===== src/hw/dtsp_map.vh =====
// Constants of the debug trace and serial port
`ifndef DTSP_MAP_VH
`define DTSP_MAP_VH

// ----------------------------------------------------------------------
// Serial debug port
// ----------------------------------------------------------------------
`define DTSP_FRAME_W 17
`define DTSP_BITCNT_W 5
`define DTSP_OUT_DELAY_NS 10
`define DTSP_OUT_DELAY_CYC ((`DTSP_OUT_DELAY_NS * 200) / 1000)

// ----------------------------------------------------------------------
// Trace port
// ----------------------------------------------------------------------
`define DTSP_STATUS_W 4
`define DTSP_STATUS_HALT 4'hF
`define DTSP_STATUS_IDLE 4'h0
`define DTSP_DATA_IDLE 4'h0
`define DTSP_START_C 4'hC
`define DTSP_START_D 4'hD
`define DTSP_START_F 4'hF

// ----------------------------------------------------------------------
// Reset values
// ----------------------------------------------------------------------
`define DTSP_QUIET_RST 1'b0
`define DTSP_DSO_RST 1'b0

`endif


===== src/hw/dtsp_sync.v =====
// Three-stage pin synchroniser with agreement filter, one per bit
module dtsp_sync #(
  parameter WIDTH = 1,
  parameter [WIDTH-1:0] RST_VAL = {WIDTH{1'b0}}
) (
  input wire core_clk,
  input wire srst,
  input wire clkEn,
  input wire [WIDTH-1:0] pinIn,
  output wire [WIDTH-1:0] syncOut
);

  genvar i;

  // ----------------------------------------------------------------------
  // Per-bit stages
  // ----------------------------------------------------------------------
  generate
    for (i = 0; i < WIDTH; i = i + 1) begin : gBit
      reg stageA_reg; // Metastability catcher, read by stage B only
      reg stageB_reg; // Second stage
      reg stageC_reg; // Third stage
      reg level_reg; // Accepted level

      // Shift in and accept a level once stages B and C agree
      always @(posedge core_clk) begin
        if (srst) begin
          stageA_reg <= RST_VAL[i];
          stageB_reg <= RST_VAL[i];
          stageC_reg <= RST_VAL[i];
          level_reg <= RST_VAL[i];
        end else if (clkEn) begin
          stageA_reg <= pinIn[i];
          stageB_reg <= stageA_reg;
          stageC_reg <= stageB_reg;
          if (stageB_reg == stageC_reg) begin
            level_reg <= stageC_reg;
          end
        end
      end

      assign syncOut[i] = level_reg;
    end
  endgenerate

endmodule // dtsp_sync


===== src/hw/dtsp_buf2.v =====
// Two-entry valid/ready buffer for captured trace data
module dtsp_buf2 #(
  parameter WIDTH = 4
) (
  input wire core_clk,
  input wire srst,
  input wire clkEn,
  input wire [WIDTH-1:0] inData,
  input wire inValid,
  output reg inReady,
  output wire [WIDTH-1:0] outData,
  output wire outValid,
  input wire outReady
);

  reg [WIDTH-1:0] mem_reg [0:1]; // Storage entries
  reg wrPtr_reg; // Write index
  reg rdPtr_reg; // Read index
  reg [1:0] count_reg; // Number of held words
  wire doPush; // Word accepted
  wire doPop; // Word delivered

  assign doPush = inValid && inReady;
  assign doPop = outValid && outReady;
  assign outValid = (count_reg != 2'h0);
  assign outData = mem_reg[rdPtr_reg];

  // ----------------------------------------------------------------------
  // Pointers, count and storage
  // ----------------------------------------------------------------------
  always @(posedge core_clk) begin
    if (srst) begin
      wrPtr_reg <= 1'b0;
      rdPtr_reg <= 1'b0;
      count_reg <= 2'h0;
      inReady <= 1'b1;
      mem_reg[0] <= {WIDTH{1'b0}};
      mem_reg[1] <= {WIDTH{1'b0}};
    end else if (clkEn) begin
      if (doPush) begin
        mem_reg[wrPtr_reg] <= inData;
        wrPtr_reg <= ~wrPtr_reg;
      end
      if (doPop) begin
        rdPtr_reg <= ~rdPtr_reg;
      end
      // Ready drops only when both entries hold words
      case ({doPush, doPop})
        2'b10: begin
          count_reg <= count_reg + 2'h1;
          inReady <= (count_reg == 2'h0);
        end
        2'b01: begin
          count_reg <= count_reg - 2'h1;
          inReady <= 1'b1;
        end
        default: begin
          count_reg <= count_reg;
        end
      endcase
    end
  end

endmodule // dtsp_buf2


===== src/hw/dtsp_top.v =====
// Debug serial port and real-time trace port of the processor core
//
// Operation
// - Synchronise serial input, take after clock high
// - Serial output registered, delayed after clock validation
// - Trace clock rises centred in data window
// - Quiet bit freezes trace clock and outputs
// - Clearing quiet restores toggling; probe resynchronises
// - Trace clock idle until first start code
// - Status output follows core clock, not bus
// - All-ones flag is AND of status bits
// - Data output shows captured data, breakpoint status
// - Accept serial clock after two equal samples
// - On serial clock rise sample input, shift output
`include "dtsp_map.vh"

module dtsp_top #(
  parameter FRAME_W = `DTSP_FRAME_W,
  parameter STATUS_W = `DTSP_STATUS_W
) (
  input wire core_clk, // Processor clock
  input wire srst, // Synchronous reset, high
  input wire clkEn, // Freezes all state while low
  input wire debugSerialClock, // Serial clock pin from probe
  input wire debugSerialIn, // Serial data pin from probe
  input wire breakpointRequest, // Manual halt request pin
  input wire traceQuietBit, // Quiet control from config register
  input wire resetExceptionActive, // Core runs reset exception
  input wire resumeRequest, // Core leaves halted state
  input wire [STATUS_W-1:0] coreStatusIn, // Status from core
  input wire [STATUS_W-1:0] coreDataIn, // Captured data from core
  input wire coreDataValid, // Captured data offered
  output wire coreDataReady, // Buffer can take data
  input wire [FRAME_W-1:0] respWord, // Response to send
  input wire respLoad, // Load response, pulse
  output reg respTaken, // Response loaded, pulse
  output reg [FRAME_W-1:0] cmdWord, // Received command
  output reg cmdValid, // Command complete, pulse
  output reg debugSerialOut, // Serial data pin to probe
  output reg traceSampleClock, // Trace sampling clock
  output reg [STATUS_W-1:0] coreStatusCode, // Status pins
  output reg [STATUS_W-1:0] traceDebugData, // Debug data pins
  output reg allStatusOnes, // AND of status pins
  output reg haltedState // Core halted by breakpoint
);

  // ----------------------------------------------------------------------
  // Constants
  // ----------------------------------------------------------------------
  // At least one cycle, so the pin never moves at the edge event itself
  localparam integer OUT_DELAY_I = (`DTSP_OUT_DELAY_CYC < 1) ? 1 :
    `DTSP_OUT_DELAY_CYC; // Cycles from clock validation to output
  localparam [7:0] OUT_DELAY = OUT_DELAY_I[7:0]; // Delay counter load
  // Bit count reached at the last edge of a frame
  localparam integer LAST_BIT_I = FRAME_W - 1; // Index of final bit
  localparam [`DTSP_BITCNT_W-1:0] LAST_BIT =
    LAST_BIT_I[`DTSP_BITCNT_W-1:0]; // Counter value at final edge
  localparam [2:0] ST_IDLE = 3'b001; // Waiting for frame
  localparam [2:0] ST_SHIFT = 3'b010; // Bits moving
  localparam [2:0] ST_DONE = 3'b100; // Frame complete

  // ----------------------------------------------------------------------
  // Pin synchronisation
  // ----------------------------------------------------------------------
  wire [2:0] pinSync; // Synchronised clock, data, breakpoint
  reg sclkPrev_reg; // Previous synchronised serial clock
  wire sclkRise; // Validated rising edge
  wire sdin; // Validated serial input
  wire bkptSync; // Validated breakpoint level

  // Serial clock, input and breakpoint pass the filter
  // All three see the same latency, so setup of data against clock
  // at the pins carries through to the synchronised copies
  dtsp_sync #(
    .WIDTH(3),
    .RST_VAL(3'h0)
  ) uSync (
    .core_clk(core_clk),
    .srst(srst),
    .clkEn(clkEn),
    .pinIn({breakpointRequest, debugSerialIn, debugSerialClock}),
    .syncOut(pinSync)
  );

  assign sdin = pinSync[1];
  assign bkptSync = pinSync[2];
  assign sclkRise = pinSync[0] && !sclkPrev_reg;

  // ----------------------------------------------------------------------
  // Serial link state
  // ----------------------------------------------------------------------
  reg [2:0] state_reg; // Frame state, one-hot
  reg [2:0] state_next; // Next frame state
  reg [`DTSP_BITCNT_W-1:0] bitCnt_reg; // Bits received in frame
  reg [FRAME_W-1:0] rxShift_reg; // Incoming bits
  reg [FRAME_W-1:0] txShift_reg; // Outgoing bits
  reg [7:0] outDelay_reg; // Delay to output update
  reg outPending_reg; // Output update waiting
  reg txBit_reg; // Next bit for the output pin

  // Next state of the frame machine
  always @* begin
    state_next = state_reg;
    case (state_reg)
      ST_IDLE: begin
        if (sclkRise) begin
          state_next = ST_SHIFT;
        end
      end
      ST_SHIFT: begin
        // No timeout: a cut frame waits here for its missing edges
        if (sclkRise && bitCnt_reg == LAST_BIT) begin
          state_next = ST_DONE;
        end
      end
      ST_DONE: begin
        state_next = ST_IDLE;
      end
      default: begin
        state_next = ST_IDLE;
      end
    endcase
  end

  // Shift bits on each validated rising serial clock
  always @(posedge core_clk) begin
    if (srst) begin
      state_reg <= ST_IDLE;
      sclkPrev_reg <= 1'b0;
      bitCnt_reg <= {`DTSP_BITCNT_W{1'b0}};
      rxShift_reg <= {FRAME_W{1'b0}};
      txShift_reg <= {FRAME_W{1'b0}};
      cmdWord <= {FRAME_W{1'b0}};
      cmdValid <= 1'b0;
      respTaken <= 1'b0;
      txBit_reg <= `DTSP_DSO_RST;
    end else if (clkEn) begin
      state_reg <= state_next;
      sclkPrev_reg <= pinSync[0];
      cmdValid <= 1'b0;
      respTaken <= 1'b0;
      // Response loads only between frames
      if (respLoad && state_reg == ST_IDLE && !sclkRise) begin
        txShift_reg <= respWord;
        respTaken <= 1'b1;
      end
      if (sclkRise) begin
        rxShift_reg <= {rxShift_reg[FRAME_W-2:0], sdin};
        txBit_reg <= txShift_reg[FRAME_W-1];
        txShift_reg <= {txShift_reg[FRAME_W-2:0], 1'b0};
        if (state_reg == ST_IDLE) begin
          bitCnt_reg <= {{(`DTSP_BITCNT_W-1){1'b0}}, 1'b1};
        end else begin
          bitCnt_reg <= bitCnt_reg + 1'b1;
        end
      end
      // Whole frame handed to the core
      if (state_reg == ST_DONE) begin
        cmdWord <= rxShift_reg;
        cmdValid <= 1'b1;
        bitCnt_reg <= {`DTSP_BITCNT_W{1'b0}};
      end
    end
  end

  // ----------------------------------------------------------------------
  // Delayed serial output register
  // ----------------------------------------------------------------------
  // Pin changes a fixed delay after the clock high is validated
  always @(posedge core_clk) begin
    if (srst) begin
      outDelay_reg <= 8'h00;
      outPending_reg <= 1'b0;
      debugSerialOut <= `DTSP_DSO_RST;
    end else if (clkEn) begin
      if (sclkRise) begin
        outDelay_reg <= OUT_DELAY;
        outPending_reg <= 1'b1;
      end else if (outPending_reg) begin
        if (outDelay_reg == 8'h01) begin
          debugSerialOut <= txBit_reg;
          outPending_reg <= 1'b0;
        end
        outDelay_reg <= outDelay_reg - 8'h01;
      end
    end
  end

  // ----------------------------------------------------------------------
  // Breakpoint halt
  // ----------------------------------------------------------------------
  // Halt set by breakpoint wins over a resume in the same cycle
  // A request still held keeps the core halted, so resume acts only
  // once the synchronised request has fallen
  always @(posedge core_clk) begin
    if (srst) begin
      haltedState <= 1'b0;
    end else if (clkEn) begin
      if (bkptSync) begin
        haltedState <= 1'b1;
      end else if (resumeRequest) begin
        haltedState <= 1'b0;
      end
    end
  end

  // ----------------------------------------------------------------------
  // Captured data buffer
  // ----------------------------------------------------------------------
  wire [STATUS_W-1:0] bufData; // Word at buffer head
  wire bufValid; // Buffer holds a word
  wire bufReady; // Trace side takes a word
  reg quiet_reg; // Registered quiet control
  reg phase_reg; // Trace half-period phase
  reg started_reg; // Trace clock released

  // Words drain only on the launch phase of a running, loud trace
  // A stalled trace fills both entries and drops ready, so the core
  // holds its word rather than losing it
  assign bufReady = started_reg && !quiet_reg && !phase_reg &&
    !haltedState;

  dtsp_buf2 #(
    .WIDTH(STATUS_W)
  ) uBuf (
    .core_clk(core_clk),
    .srst(srst),
    .clkEn(clkEn),
    .inData(coreDataIn),
    .inValid(coreDataValid),
    .inReady(coreDataReady),
    .outData(bufData),
    .outValid(bufValid),
    .outReady(bufReady)
  );

  // ----------------------------------------------------------------------
  // Trace start and quiet control
  // ----------------------------------------------------------------------
  // Release the trace clock on the first start code in reset exception
  // Quiet is registered, so the outputs freeze one cycle after it sets
  always @(posedge core_clk) begin
    if (srst) begin
      started_reg <= 1'b0;
      quiet_reg <= `DTSP_QUIET_RST;
    end else if (clkEn) begin
      quiet_reg <= traceQuietBit;
      if (resetExceptionActive &&
          (coreStatusIn == `DTSP_START_C ||
           coreStatusIn == `DTSP_START_D ||
           coreStatusIn == `DTSP_START_F)) begin
        started_reg <= 1'b1;
      end
    end
  end

  // ----------------------------------------------------------------------
  // Trace outputs
  // ----------------------------------------------------------------------
  // Data and status launch on phase 0, clock rises on phase 1,
  // so the rising edge sits in the middle of each two-cycle window
  // Quiet has priority, so a stalled trace holds every output as is
  always @(posedge core_clk) begin
    if (srst) begin
      phase_reg <= 1'b0;
      traceSampleClock <= 1'b0;
      coreStatusCode <= `DTSP_STATUS_IDLE;
      traceDebugData <= `DTSP_DATA_IDLE;
      allStatusOnes <= 1'b0;
    end else if (clkEn) begin
      if (quiet_reg) begin
        phase_reg <= phase_reg;
      end else if (!started_reg) begin
        phase_reg <= 1'b0;
        traceSampleClock <= 1'b0;
        coreStatusCode <= coreStatusIn;
        allStatusOnes <= &coreStatusIn;
      end else begin
        phase_reg <= ~phase_reg;
        traceSampleClock <= phase_reg;
        if (!phase_reg) begin
          if (haltedState) begin
            coreStatusCode <= `DTSP_STATUS_HALT;
            traceDebugData <= `DTSP_STATUS_HALT;
            allStatusOnes <= 1'b1;
          end else begin
            coreStatusCode <= coreStatusIn;
            allStatusOnes <= &coreStatusIn;
            if (bufValid) begin
              traceDebugData <= bufData;
            end else begin
              traceDebugData <= `DTSP_DATA_IDLE;
            end
          end
        end
      end
    end
  end

endmodule // dtsp_top


===== config.mk =====
export PLATFORM = sky130hd
export DESIGN_NAME = dtsp_top
export DESIGN_NICKNAME = d
export VERILOG_FILES = /design/src/hw/dtsp_sync.v /design/src/hw/dtsp_buf2.v /design/src/hw/dtsp_top.v
export VERILOG_INCLUDE_DIRS = /design/src /design/src/hw
export SDC_FILE = /design/constraint.sdc
export NUM_CORES = 1
export LEC_CHECK = 0
export BUFFER_PORTS_ARGS = -buffer_cell sky130_fd_sc_hd__buf_4
export CAP_MARGIN = 20
export CORE_AREA = 2 2 94 96
export DETAILED_ROUTE_END_ITERATION = 16
export DIE_AREA = 0 0 96 98
export PLACE_DENSITY = 0.87
export SLEW_MARGIN = 40
export SYNTH_ARGS = -nofsm -noshare
export SYNTH_HDL_FRONTEND = slang
export SYNTH_SLANG_ARGS = --single-unit

===== constraint.sdc =====
create_clock -name core_clk -period 1.7 [get_ports core_clk]
set_input_delay 0.085 -clock core_clk [delete_from_list [all_inputs] [get_ports core_clk]]
set_output_delay 0.085 -clock core_clk [all_outputs]
set_load 0.02 [all_outputs]

[Word-level counts from Yosys, hierarchy flattened]
Memories as Yosys holds them, arrays and structs flattened. A register that Yosys moved wholly into a read port is not among the register bits.
Index checks and enable logic that the tools add are counted.
Word-level totals
  bits in registers: 104
  memory bits (writable): 8
  input bits: 36
  output and inout port bits: 32
  logic and storage cells: 146
  memories: 1
Memory list
  uBuf.mem_reg: depth 2, bits a word 4, rd ports 1, clocked after memory_dff 1, write ports 2, RTL line dtsp_buf2.v:16  | reg [WIDTH-1:0] mem_reg [0:1];
Cells by class
  $add $sub $neg: 4
  equal/unequal tests: 16
  mux-type cells: 40
  bitwise gates (word level): 5
  reduce and logical (&&, ||, !) cells: 44
Operator list (count)
  $mux 17: 2
  $reduce_and 2->1: 14
  $mux 4: 6
  $mux 1: 22
  $mux 8: 2
  $mux 5: 3
  $eq 4x4->1 const B: 3
  $reduce_and 4->1: 3
  $reduce_bool 2->1: 6
  $logic_and 1x1->1: 10
  $eq 8x1->1 const B: 1
  $sub 8x1->8 const B: 1
  $mux 3: 2
  $ne 2x2->1 const B: 3
  $pmux 3 s2: 1
  $reduce_and 3->1: 2
  $add 5x1->5 const B: 1
  $eq 5x5->1 const B: 1
  $logic_not 1->1: 5
  $not 1->1: 5
  $pmux 2 s2: 1
  $reduce_or 4->1: 1
  $eq 1x1->1: 3
  $eq 3x1->1 const B: 1
  other kinds (9): 10

[Depth between registers and ports, before layout]
Gate-level depths: netlist of run 1.
  word-level depth: 8
  depth in mapped cells: 7
  mapped depth without buffers: 7

[Modules after synthesis]
Synthesis of run 1 repeated with hierarchy kept, for this count alone.
Unflattened totals
  cell total of the unflattened synthesis: 540
  area, all modules: 4709.5 um^2
Modules (own cells, without submodules)
  dtsp_top: times used 1, cells each 436, area an instance 3527.1 um^2, seq. area each 1741.7 um^2
  dtsp_buf2: times used 1, cells each 53, area an instance 633.1 um^2, seq. area each 360.3 um^2
  dtsp_sync: times used 1, cells each 51, area an instance 549.3 um^2, seq. area each 240.2 um^2

[Worst setup path after synthesis of run 1]
OpenSTA, ideal clock, no wires.
  path type: flip-flop to flip-flop
  start point: register haltedState
  end point: register uBuf.inReady
  library setup time: 0.117 ns
  arrival time: 1.588 ns
  data required time: 1.583 ns
  path slack: -0.005 ns
  stages on the path, launching flop included: 8
  path buffers: 1
  clock period less this slack: 1.705 ns
  path through: dfxtp_1 clkbuf_1 nor4_1 ha_1 nor2b_1 o21ai_0 o22ai_1 nand2b_1
On the way
  word-level cells in the longest chain between the ends: 6
  elaborated cells between the ends (all ways): 8
  those cells by class: eq/ne: 2; mux: 1; reduce/logical: 5
Ends and longest elaborated chain
  from (decl): RTL line dtsp_top.v:44  | output reg haltedState
  from (signal assigned): RTL line dtsp_top.v:197  | haltedState <= 1'b0;
  from (signal assigned): RTL line dtsp_top.v:200  | haltedState <= 1'b1;
  from (signal assigned): RTL line dtsp_top.v:202  | haltedState <= 1'b0;
  $logic_not 1->1 *: RTL line dtsp_top.v:221  | !haltedState;
  $logic_and 1x1->1 *: RTL line dtsp_top.v:220  | assign bufReady = started_reg && !quiet_reg && !phase_reg &&
  $logic_and 1x1->1 *: RTL line dtsp_buf2.v:24  | assign doPop = outValid && outReady;
  $eq 2x2->1 / $eq 2x1->1 (equally long branches): RTL line dtsp_buf2.v:48  | case ({doPush, doPop})
  $reduce_bool 2->1 (no source line)
  $reduce_and 2->1 (no source line)
  to (signal assigned): RTL line dtsp_buf2.v:51  | inReady <= (count_reg == 2'h0);
  to (decl): RTL line dtsp_buf2.v:10  | output reg inReady,
Mark *: on every way between the ends. The rest lies on a longest branch, timed or not.
A chain may end at the register's enable or synchronous reset.

[Final worst setup path of run 1]
  start point: register uBuf.count_reg[1]
  end point: register uBuf.inReady
On the way
  word-level cells in the longest chain between the ends: 5
  elaborated cells between the ends (all ways): 8
  those cells by class: eq/ne: 2; mux: 1; reduce/logical: 5
Ends and longest elaborated chain
  from (decl): RTL line dtsp_buf2.v:19  | reg [1:0] count_reg;
  from (signal assigned): RTL line dtsp_buf2.v:50  | count_reg <= count_reg + 2'h1;
  from (signal assigned): RTL line dtsp_buf2.v:54  | count_reg <= count_reg - 2'h1;
  from (signal assigned): RTL line dtsp_buf2.v:58  | count_reg <= count_reg;
  $reduce_bool 2->1: RTL line dtsp_buf2.v:25  | assign outValid = (count_reg != 2'h0);
  $logic_and 1x1->1: RTL line dtsp_buf2.v:24
  $eq 2x2->1 / $eq 2x1->1 (equally long branches): RTL line dtsp_buf2.v:48
  $reduce_bool 2->1 (no source line)
  $reduce_and 2->1 (no source line)
Parallel ways exist; a longest one is shown, timed or not.

==> key figures, run 1 <==
Synth
  – Sequential area share after synthesis: 50.83%
  – Fraction of registers with async set/reset: 0%
  – Synth Net Count: 578
  – Post-synth EDFFs: 8
  – Top cell type's share of synthesized area: 45.61%
  – Synth area leaders: dfxtp_1 (46%), nand2_1 (9.8%), a21oi_1 (6.3%)
  – Mapped Area: 0.004608 mm2
  – Distinct cells, synth: 46
  – Mux share of post-synthesis cell area: 3.258%
  – Synth Area in XOR/XNOR: 1.140%
  – Compound-Gate Fraction of Synth Area: 15.94%
  – Cells after synthesis: 537
  – Ys flop type: dfxtp_1
  – Largest family of logic cells by synthesized area: simple AND/OR/NAND/NOR gates
  – Simple-gate share of the synthesized area: between 20% and 30%
  – Synthesis-stage register bit count: between 100 and 150
  – Synth Area in Adders: 1.358%
  – Yosys top cell by area: dfxtp_1
  – Yosys synthesis warning count: 0
  – Synthesized area per cell: 8.581 um2

Setup path
  – Crit path cell chain: nor2_1 -> nor4_2 -> ha_1 -> nor2b_4 -> o21ai_0 -> o22ai_1 -> nand2b_1
  – Critical path arrival: 2.01 ns
  – Kind of cell adding the most delay to the critical path: simple AND/OR/NAND/NOR gates
  – CP peak stage delay: 0.38 ns
  – CP max-delay cell: dfxtp_1
  – Crit path max fanout: 4
  – Worst Path Buf+Inv: 0
  – Worst Path Required: 2.10 ns
  – Kind of critical path: flip-flop to flip-flop
  – Crit end category: flip-flop
  – Critical Path Start Type: flip-flop

Pwr
  – Leak: roughly 0.0024 uW
  – PD cells: 1053 mW/mm2
  – Worst VDD drop: 0.7599 mV

Placed design
  – Hpwl dp: 6.512 mm
  – Cells after DPL: 694
  – PortBufs: 67
  – RD Place Congestion: 0.8097

Clock tree
  – Clock insertion delay at the later pin of the skew report: 0.52 ns
  – Clock-pin slew on the worst setup and hold paths: 0.06 ns
  – Htree depth: 4
  – Cts bufs inserted: 17
  – CTS sink cnt: 113
  – CTS max path bufs: 2
  – CTS tree: yes
  – Root Driver: clkbuf_8

Timing
  – Final period util: 94.87%
  – Max-slew headroom: 66.09%
  – Final Critical Period: 1.613 ns
  – Worst Skew: between 0.01 and 0.015 ns
  – Slew Viols, Final: 0
  – Worst hold margin: 0.04432 ns
  – Setup_tns: 0 ns
  – Fmax: 620.0 MHz
  – Setup-failing EPs final: 0
  – Final count of hold timing violations: 0
  – RSZ-0062 raised after global routing: false
  – Actual slew at the worst max-slew pin: 0.5076 ns

Min path
  – Hold Path Class: primary input to flip-flop

Outcome
  – Status: completed

Layout
  – Most frequent cells in the layout: nand2_1 (120), dfxtp_1 (104), buf_4 (83)
  – Layout area overhead: 33.53%
  – Commonest non-fill, non-tap cell in the layout: nand2_1
  – NumNets Final: 680
  – # diodes: 0
  – Layout cell share with drive strength beyond 1: 19.79%
  – Non-filler cells, final: 760

Global routing
  – GR Overflow Total: 0
  – Met1 Use GR: 29.65%
  – Global route hottest layer: met2
  – Met2 usage: between 40% and 50%
  – Initial antenna violation count: 0
  – Largest net degree at the start of global routing: 100
  – Met3 usage: under 10%
  – Number of global-route vias before repair: between 4000 and 5000
  – First-pass GRT wire length: 18.64 mm
  – GRT Total Usage: 25.10%

Route
  – Drt drc: 0
  – Wire length per cell: around 15 um
  – Iteration-0 DRC Markers: between 300 and 400
  – WL final: 11.52 mm
  – Final ANT Viol Nets: 0
  – Via density: 5.654
  – DRT Pass-1 Iters: 5
  – Vias post-DR: 4297

Die
  – Io pins: just under 70
  – Die Y: about 100 um
  – Rows: 34
  – Area of the core: about 0.0085 mm2
  – Die ar.: 0.009408 mm2
  – Die W: 96 um
  – Initial Util: 54.43%

Job
  – Max-cap violations: 0
==> layer usage <==
layer,vias to the layer above,share of wire [%]
met2,175,52
met3,23,4.6
met4,0,2.8
met5,-,0
li1,2069,-
met1,2030,41
==> layout make-up <==
cell class | count | area, um2
well taps | 108 | 135.1
clock inverters | 15 | 137.6
flip-flops and latches | 113 | 2344
repair buffers | 118 | 993.5
inverters | 8 | 30.03
multi-input cells | 381 | 2100
clock buffers | 17 | 414.1
fillers | 579 | 2312
==> worst min-delay path, stage by stage <==
cell and delay, ns:
buf_4 0.21, mux2i_1 0.15, nor2_1 0.07
==> final timing paths <==
path              slack (ns)                       end  depth (start not counted)         startpoint
setup / recovery        0.09              uBuf.inReady                          7  uBuf.count_reg[1]
hold reg to reg         0.46                cmdWord[9]                          2         cmdWord[9]
hold / removal          0.04  uSync.gBit[1].stageB_reg                          3              clkEn
setup reg to reg        0.09              uBuf.inReady                          7  uBuf.count_reg[1]
==> synthesized netlist by cell type (6+ instances only) <==
library cell  number
a211oi_1           6
a21oi_1           58
a311oi_1          22
and2_1             8
buf_2              9
clkbuf_1          23
dfxtp_1          105
edfxtp_1           8
inv_1              8
mux2i_1           15
nand2_1          120
nand2b_1           8
nand3_1            6
nor2_1            63
o21ai_0           11
==> timing repair <==
action	4_1_cts	5_1_grt
endpoints found under the setup margin	1	11
buffers inserted	0	1
gates resized for setup	2	2
pin swaps	0	2
gates cloned	0	0
hold buffers	33	0
endpoints found under the hold margin	43	0
==> per-stage QoR <==
step	util, %	worst slack (ns)	area [um2]	power, uW
finish	72.69	0.08717	6153	6479
global route	72.69	0.009143	6153	6661
CTS	72.51	0.02170	6138	6468
detailed placement	62.02	0.03187	5250	3191
global placement	62.02	0.1608	5250	3173
floorplan	-	0.06050	4611	3040
==> power breakdown <==
group / internal, uW / switching [uW]
Clock: 1940 / 1310
Combinational: 211 / 213
Sequential: 2750 / 45.2
==> cells by family after synthesis <==
kind of cell             after synthesis
AND/OR/NAND/NOR                      238
AO/OA/AOI/OAI                        117
flip-flops                           113
buffers and inverters                 43
multiplexers                          15
XOR/XNOR                               6
adder cells (fa/ha/maj)                5
Note: power is estimated with default switching activity, not from simulation.
==> inputs of run 2 (changes only) <==
- CELL_PAD_IN_SITES_DETAIL_PLACEMENT: unset -> 2
- CELL_PAD_IN_SITES_GLOBAL_PLACEMENT: unset -> 2
- CORE_AREA: 2 2 94 96 -> 2 2 120 122
- DIE_AREA: 0 0 96 98 -> 0 0 122 124
- PLACE_DENSITY: 0.87 -> 0.88
==> key figures, run 2 (synthesis results as in run 1) <==
Outcome
  – Status: finished, violations left
  – Failing checks: setup timing

Placed design
  – Cells after DPL: 769 (+11%)
  – RD Place Congestion: 0.7849 (-3.1%)
  – Pre-CTS WS: -0.05143 ns (-0.08330 ns)
  – Dpl cell area: 0.005350 mm2 (+1.9%)
  – Hpwl dp: 8.957 mm (+38%)
  – PortBufs: 67 (unchanged)

Timing
  – Slew Viols, Final: 0 (unchanged)
  – Final Worst Setup Slack: -0.08698 ns (-0.1741 ns)
  – Actual slew at the worst max-slew pin: 0.6505 ns (+0.1430 ns)
  – Setup-failing EPs final: 4 (+4)
  – Final Critical Period: 1.787 ns (+0.1741 ns)
  – Final period util: 105.1% (+10 points)
  – Fmax: 559.6 MHz (-9.7%)
  – Worst hold margin: 0.03141 ns (-0.01291 ns)
  – Worst Skew: 0.008645 ns (-0.006066 ns)
  – Max-slew headroom: 55.51% (-11 points)
  – Final count of hold timing violations: 0 (unchanged)
  – RSZ-0062 raised after global routing: true

Setup path
  – Worst path depth: 4 (-3)
  – Kind of cell adding the most delay to the critical path: compound AO/OA/AOI/OAI gates
  – Critical path arrival: 2.03 ns (+0.02 ns)
  – Critical Path Start Type: flip-flop
  – CP max-delay cell: a2111oi_0
  – R2R Path End: bitCnt_reg[0]
  – Crit path cell chain: nand3b_1 -> buf_4 -> nor3_1 -> a2111oi_0
  – Crit end category: flip-flop
  – Worst Path Required: 1.94 ns (-0.16 ns)
  – Worst Path Buf+Inv: 1 (+1)
  – Kind of critical path: flip-flop to flip-flop
  – FF-to-FF path depth: 4 (-3)
  – CP startpoint: sclkPrev_reg
  – FF-to-FF setup slack: -0.09 ns (-0.17 ns)
  – CP peak stage delay: 0.62 ns (+0.24 ns)
  – R2R Path Start: sclkPrev_reg
  – Setup crit end: bitCnt_reg[0]
  – Crit path max fanout: 21 (+17)

Route
  – Via density: 5.229 (-7.5%)
  – DRT Pass-1 Iters: 4 (-1)
  – Wire length per cell: 18.72 um (+23%)
  – WL final: 15.54 mm (+35%)
  – Vias post-DR: 4340 (+1.0%)
  – Drt drc: 0 (unchanged)
  – Final ANT Viol Nets: 0 (unchanged)
  – Iteration-0 DRC Markers: 199 (-46%)

Global routing
  – GRT Total Usage: 20.52% (-4.6 points)
  – Initial antenna violation count: 0 (unchanged)
  – First-pass GRT wire length: 24.12 mm (+29%)
  – GR Overflow Total: 0 (unchanged)
  – Largest net degree at the start of global routing: 38 (-62%)
  – Number of global-route vias before repair: 4777 (+18%)

Layout
  – Post-route cell area: 0.006289 mm2 (+2.2%)
  – Layout cell share with drive strength beyond 1: 21.54% (+1.8 points)
  – Layout area overhead: 36.46%
  – # diodes: 0 (unchanged)
  – Non-filler cells, final: 830 (+9.2%)
  – Most frequent cells in the layout: nand2_1 (119), dfxtp_1 (101), buf_4 (88)
  – NumNets Final: 679 (-0.15%)
  – Commonest non-fill, non-tap cell in the layout: nand2_1

Pwr
  – Worst VDD drop: 0.7018 mV (-7.6%)
  – Leak: 0.002420 uW (+1.2%)
  – Total chip power: 6645 uW (+2.6%)
  – PD cells: 1057 mW/mm2 (+0.37%)

Die
  – Area of the core: 0.01372 mm2 (+62%)
  – Initial Util: 33.59% (-21 points)
  – Rows: 43 (+26%)
  – Io pins: 68 (unchanged)
  – Die ar.: 0.01513 mm2 (+61%)
  – Die Y: 124 um (+27%)
  – Die W: 122 um (+27%)

Clock tree
  – Clock insertion delay at the later pin of the skew report: 0.42 ns (-0.10 ns)
  – Cts bufs inserted: 17 (unchanged)
  – CTS sink cnt: 113 (unchanged)
  – Root Driver: clkbuf_16
  – CTS max path bufs: 2 (unchanged)
  – Htree depth: 4 (unchanged)
  – Clock-pin slew on the worst setup and hold paths: 0.06 ns (about the same)
  – CTS tree: yes

Job
  – Max-cap violations: 0 (unchanged)

Min path
  – Hold Path Class: primary input to flip-flop
==> run 2: cell count changes in the layout (fill, tap and decap cells not counted), sizes merged <==
cell,before,now
dlygate4sd3,33,28
clkinv,5,4
buf,85,89
bufinv,1,0
clkbuf,17,27
inv,11,8
clkinvlp,6,0
==> run 2: report_power, final <==
group / total, uW / leakage (uW) / switching [uW] / internal (uW)
sequential: 2800 / 0.000937 / 50.3 / 2750
clock: 3390 / 0.000284 / 1230 / 2160
combinational: 451 / 0.00120 / 239 / 212
total: 6650 / 0.00242 / 1520 / 5130
==> run 2: how the worst min path moves through the flow <==
stage | cells after the start | endpoint | slack [ns] | from
4_1_cts | 3 | coreStatusCode[1] | 0.02 | coreStatusIn[1]
2_1_floorplan | 2 | uSync.gBit[0].stageA_reg | 0.23 | debugSerialClock
5_1_grt | 3 | coreStatusCode[0] | 0.04 | coreStatusIn[0]
6_report | 2 | uSync.gBit[2].stageA_reg | 0.03 | srst
3_3_place_gp | 3 | uSync.gBit[1].stageA_reg | 0.32 | debugSerialIn
3_5_place_dp | 3 | quiet_reg | 0.34 | traceQuietBit
==> run 2: metal layers <==
layer | global-route usage [%] | vias to the layer above | share of wire [%]
li1 | - | 2059 | -
met1 | 23.08 | 2173 | 42
met2 | 37.29 | 85 | 53
met3 | 4.945 | 23 | 3.4
met4 | 8.261 | 0 | 1.9
met5 | 0 | - | 0
==> run 2: through the flow <==
stage	util [%]	setup TNS, ns
global route	45.84	-0.7206
CTS	45.23	0
floorplan	-	0
global placement	39.00	0
detailed placement	39.00	-0.07203
finish	45.84	-0.3014
==> run 2: repair_timing <==
item / 4_1_cts / 5_1_grt
pin swaps: 0 / 3
gates resized for setup: 2 / 16
gates cloned: 0 / 0
hold endpoints to repair: 31 / 0
setup buffers: 0 / 2
setup endpoints to repair: 2 / 20
hold buffers: 28 / 0
==> run 2: area by class of cell <==
class | count | area (um2)
clock buffer | 27 | 544.3
clock inverter | 4 | 20.02
fill | 1491 | 7431
inverter | 8 | 30.03
multi-input combinational | 381 | 2161
sequential | 113 | 2347
tap | 180 | 225.2
timing repair buffer | 117 | 960.9
==> inputs of run 3 (changes only) <==
- MAX_ROUTING_LAYER: unset -> met4
==> key figures, run 3 (synthesis results as in run 1) <==
Timing
  – Slew Viols, Final: 0 (unchanged)
  – Final Critical Period: 1.878 ns (+0.09114 ns)
  – Actual slew at the worst max-slew pin: 0.4993 ns (-0.1513 ns)
  – Worst Skew: 0.01653 ns (+0.007881 ns)
  – Final Worst Setup Slack: -0.1781 ns (-0.09114 ns)
  – Final period util: 110.5% (+5.4 points)
  – Max-slew headroom: 66.26% (+11 points)
  – Fmax: 532.4 MHz (-4.9%)
  – Final count of hold timing violations: 0 (unchanged)
  – RSZ-0062 raised after global routing: true
  – Setup-failing EPs final: 4 (unchanged)

Setup path
  – R2R Path End: uBuf.count_reg[0]
  – R2R Path Start: uBuf.count_reg[0]
  – Setup crit end: uBuf.count_reg[0]
  – Worst Path Required: 2.01 ns (+0.07 ns)
  – Kind of critical path: flip-flop to flip-flop
  – FF-to-FF path depth: 7 (+3)
  – Crit end category: flip-flop
  – Critical Path Start Type: flip-flop
  – FF-to-FF setup slack: -0.18 ns (-0.09 ns)
  – Critical path arrival: 2.19 ns (+0.16 ns)
  – CP startpoint: uBuf.count_reg[0]
  – Crit path max fanout: 4 (-81%)

Outcome
  – Status: finished, violations left
  – Failing checks: setup timing

Placed design
  – RD Place Congestion: 0.7959 (+1.4%)
  – PortBufs: 67 (unchanged)
  – Cells after DPL: 769 (unchanged)
  – Hpwl dp: 8.957 mm (unchanged)
  – Dpl cell area: 0.005350 mm2 (unchanged)

Route
  – Final ANT Viol Nets: 0 (unchanged)
  – Vias post-DR: 4396 (+1.3%)
  – DRT Pass-1 Iters: 4 (unchanged)
  – WL final: 16.59 mm (+6.8%)
  – Via density: 5.296 (+1.3%)
  – Wire length per cell: 19.99 um (+6.8%)
  – Drt drc: 0 (unchanged)
  – Iteration-0 DRC Markers: 211 (+6.0%)

Clock tree
  – Clock-pin slew on the worst setup and hold paths: 0.06 ns (about the same)
  – Root Driver: clkbuf_16
  – Clock insertion delay at the later pin of the skew report: 0.43 ns (about the same)
  – Htree depth: 4 (unchanged)
  – CTS sink cnt: 113 (unchanged)
  – CTS max path bufs: 2 (unchanged)
  – Cts bufs inserted: 17 (unchanged)
  – CTS tree: yes

Layout
  – Layout cell share with drive strength beyond 1: 20.77% (-0.77 points)
  – Post-route cell area: 0.006248 mm2 (-0.64%)
  – Fillers: 1506 (+1.0%)
  – Commonest non-fill, non-tap cell in the layout: nand2_1
  – Non-filler cells, final: 830 (unchanged)
  – Register Area: 0.002346 mm2 (about the same)
  – # diodes: 0 (unchanged)
  – Footprint of the multi-input gates: 0.002122 mm2 (-1.8%)
  – NumNets Final: 679 (unchanged)
  – Layout area overhead: 35.60%
  – Most frequent cells in the layout: nand2_1 (120), dfxtp_1 (102), buf_4 (88)

Die
  – Die ar.: 0.01513 mm2 (unchanged)
  – Io pins: 68 (unchanged)
  – Die Y: 124 um (unchanged)
  – Initial Util: 33.59% (unchanged)
  – Area of the core: 0.01372 mm2 (unchanged)
  – Die W: 122 um (unchanged)
  – Rows: 43 (unchanged)

Pwr
  – Worst VDD drop: 0.6855 mV (-2.3%)
  – PD cells: 1068 mW/mm2 (+1.1%)
  – Leak: 0.002419 uW (about the same)
  – Total chip power: 6676 uW (+0.47%)

Min path
  – Hold Path Class: primary input to flip-flop
  – Start point of the worst hold path: coreStatusIn[3]

Global routing
  – Initial antenna violation count: 0 (unchanged)
  – Largest net degree at the start of global routing: 38 (unchanged)
  – Number of global-route vias before repair: 4744 (-0.69%)
  – First-pass GRT wire length: 24.14 mm (about the same)
  – GRT Total Usage: 21.19% (+0.66 points)
  – GR Overflow Total: 0 (unchanged)

Job
  – Max-cap violations: 0 (unchanged)
-- run 3: layout make-up --
class                      count  area share [%]
multi-input combinational    381           33.96
clock inverter                 4          0.3204
timing repair buffer         117           15.38
clock buffer                  27           8.710
inverter                       8          0.4806
sequential                   113           37.55
tap                          180           3.604
-- run 3: layer usage --
metal	global-route usage [%]	vias to the layer above	wire, um
met5	-	-	0
met4	8.261	0	594
met3	5.174	38	742
met2	37.05	122	8729
met1	23.33	2174	6522
li1	-	2062	-
-- run 3: worst max-delay path: stages, from the launching register on --
cell and delay (ns):
dfxtp_2 0.40, nor2_1 0.11, nor4_2 0.27, ha_1 0.33, nor2b_4 0.17, buf_4 0.13, xnor2_1 0.09, nor2_1 0.26
-- run 3: power breakdown --
| part | internal [uW] | switching, uW |
|---|---|---|
| clock | 2160 | 1250 |
| combinational | 209 | 247 |
| sequential | 2750 | 51.0 |
-- run 3: worst min-delay path by stage --
stage,cells after the start,end
finish,3,coreStatusCode[3]
global route,3,coreStatusCode[0]
CTS,3,coreStatusCode[1]
detailed placement,3,quiet_reg
global placement,3,uSync.gBit[1].stageA_reg
floorplan,2,uSync.gBit[0].stageA_reg
-- run 3: what timing repair did --
action | in CTS | in global routing
hold buffers | 28 | 0
pin swaps | 0 | 1
endpoints found under the hold margin | 31 | 0
endpoints found under the setup margin | 2 | 20
gates cloned | 0 | 0
resized for setup | 2 | 9
buffers inserted | 0 | 2
-- run 3: stage by stage --
step	hold slack, ns	TNS, ns	worst slack, ns	utilization [%]
after floorplan	0.2322	0	0.06050	-
after global placement	0.3195	0	0.1238	39.00
after detailed placement	0.3440	-0.07203	-0.05143	39.00
after CTS	0.01743	0	0.01930	45.23
after global routing	0.03526	-0.8666	-0.2267	45.54
final	0.02807	-0.2630	-0.1781	45.54
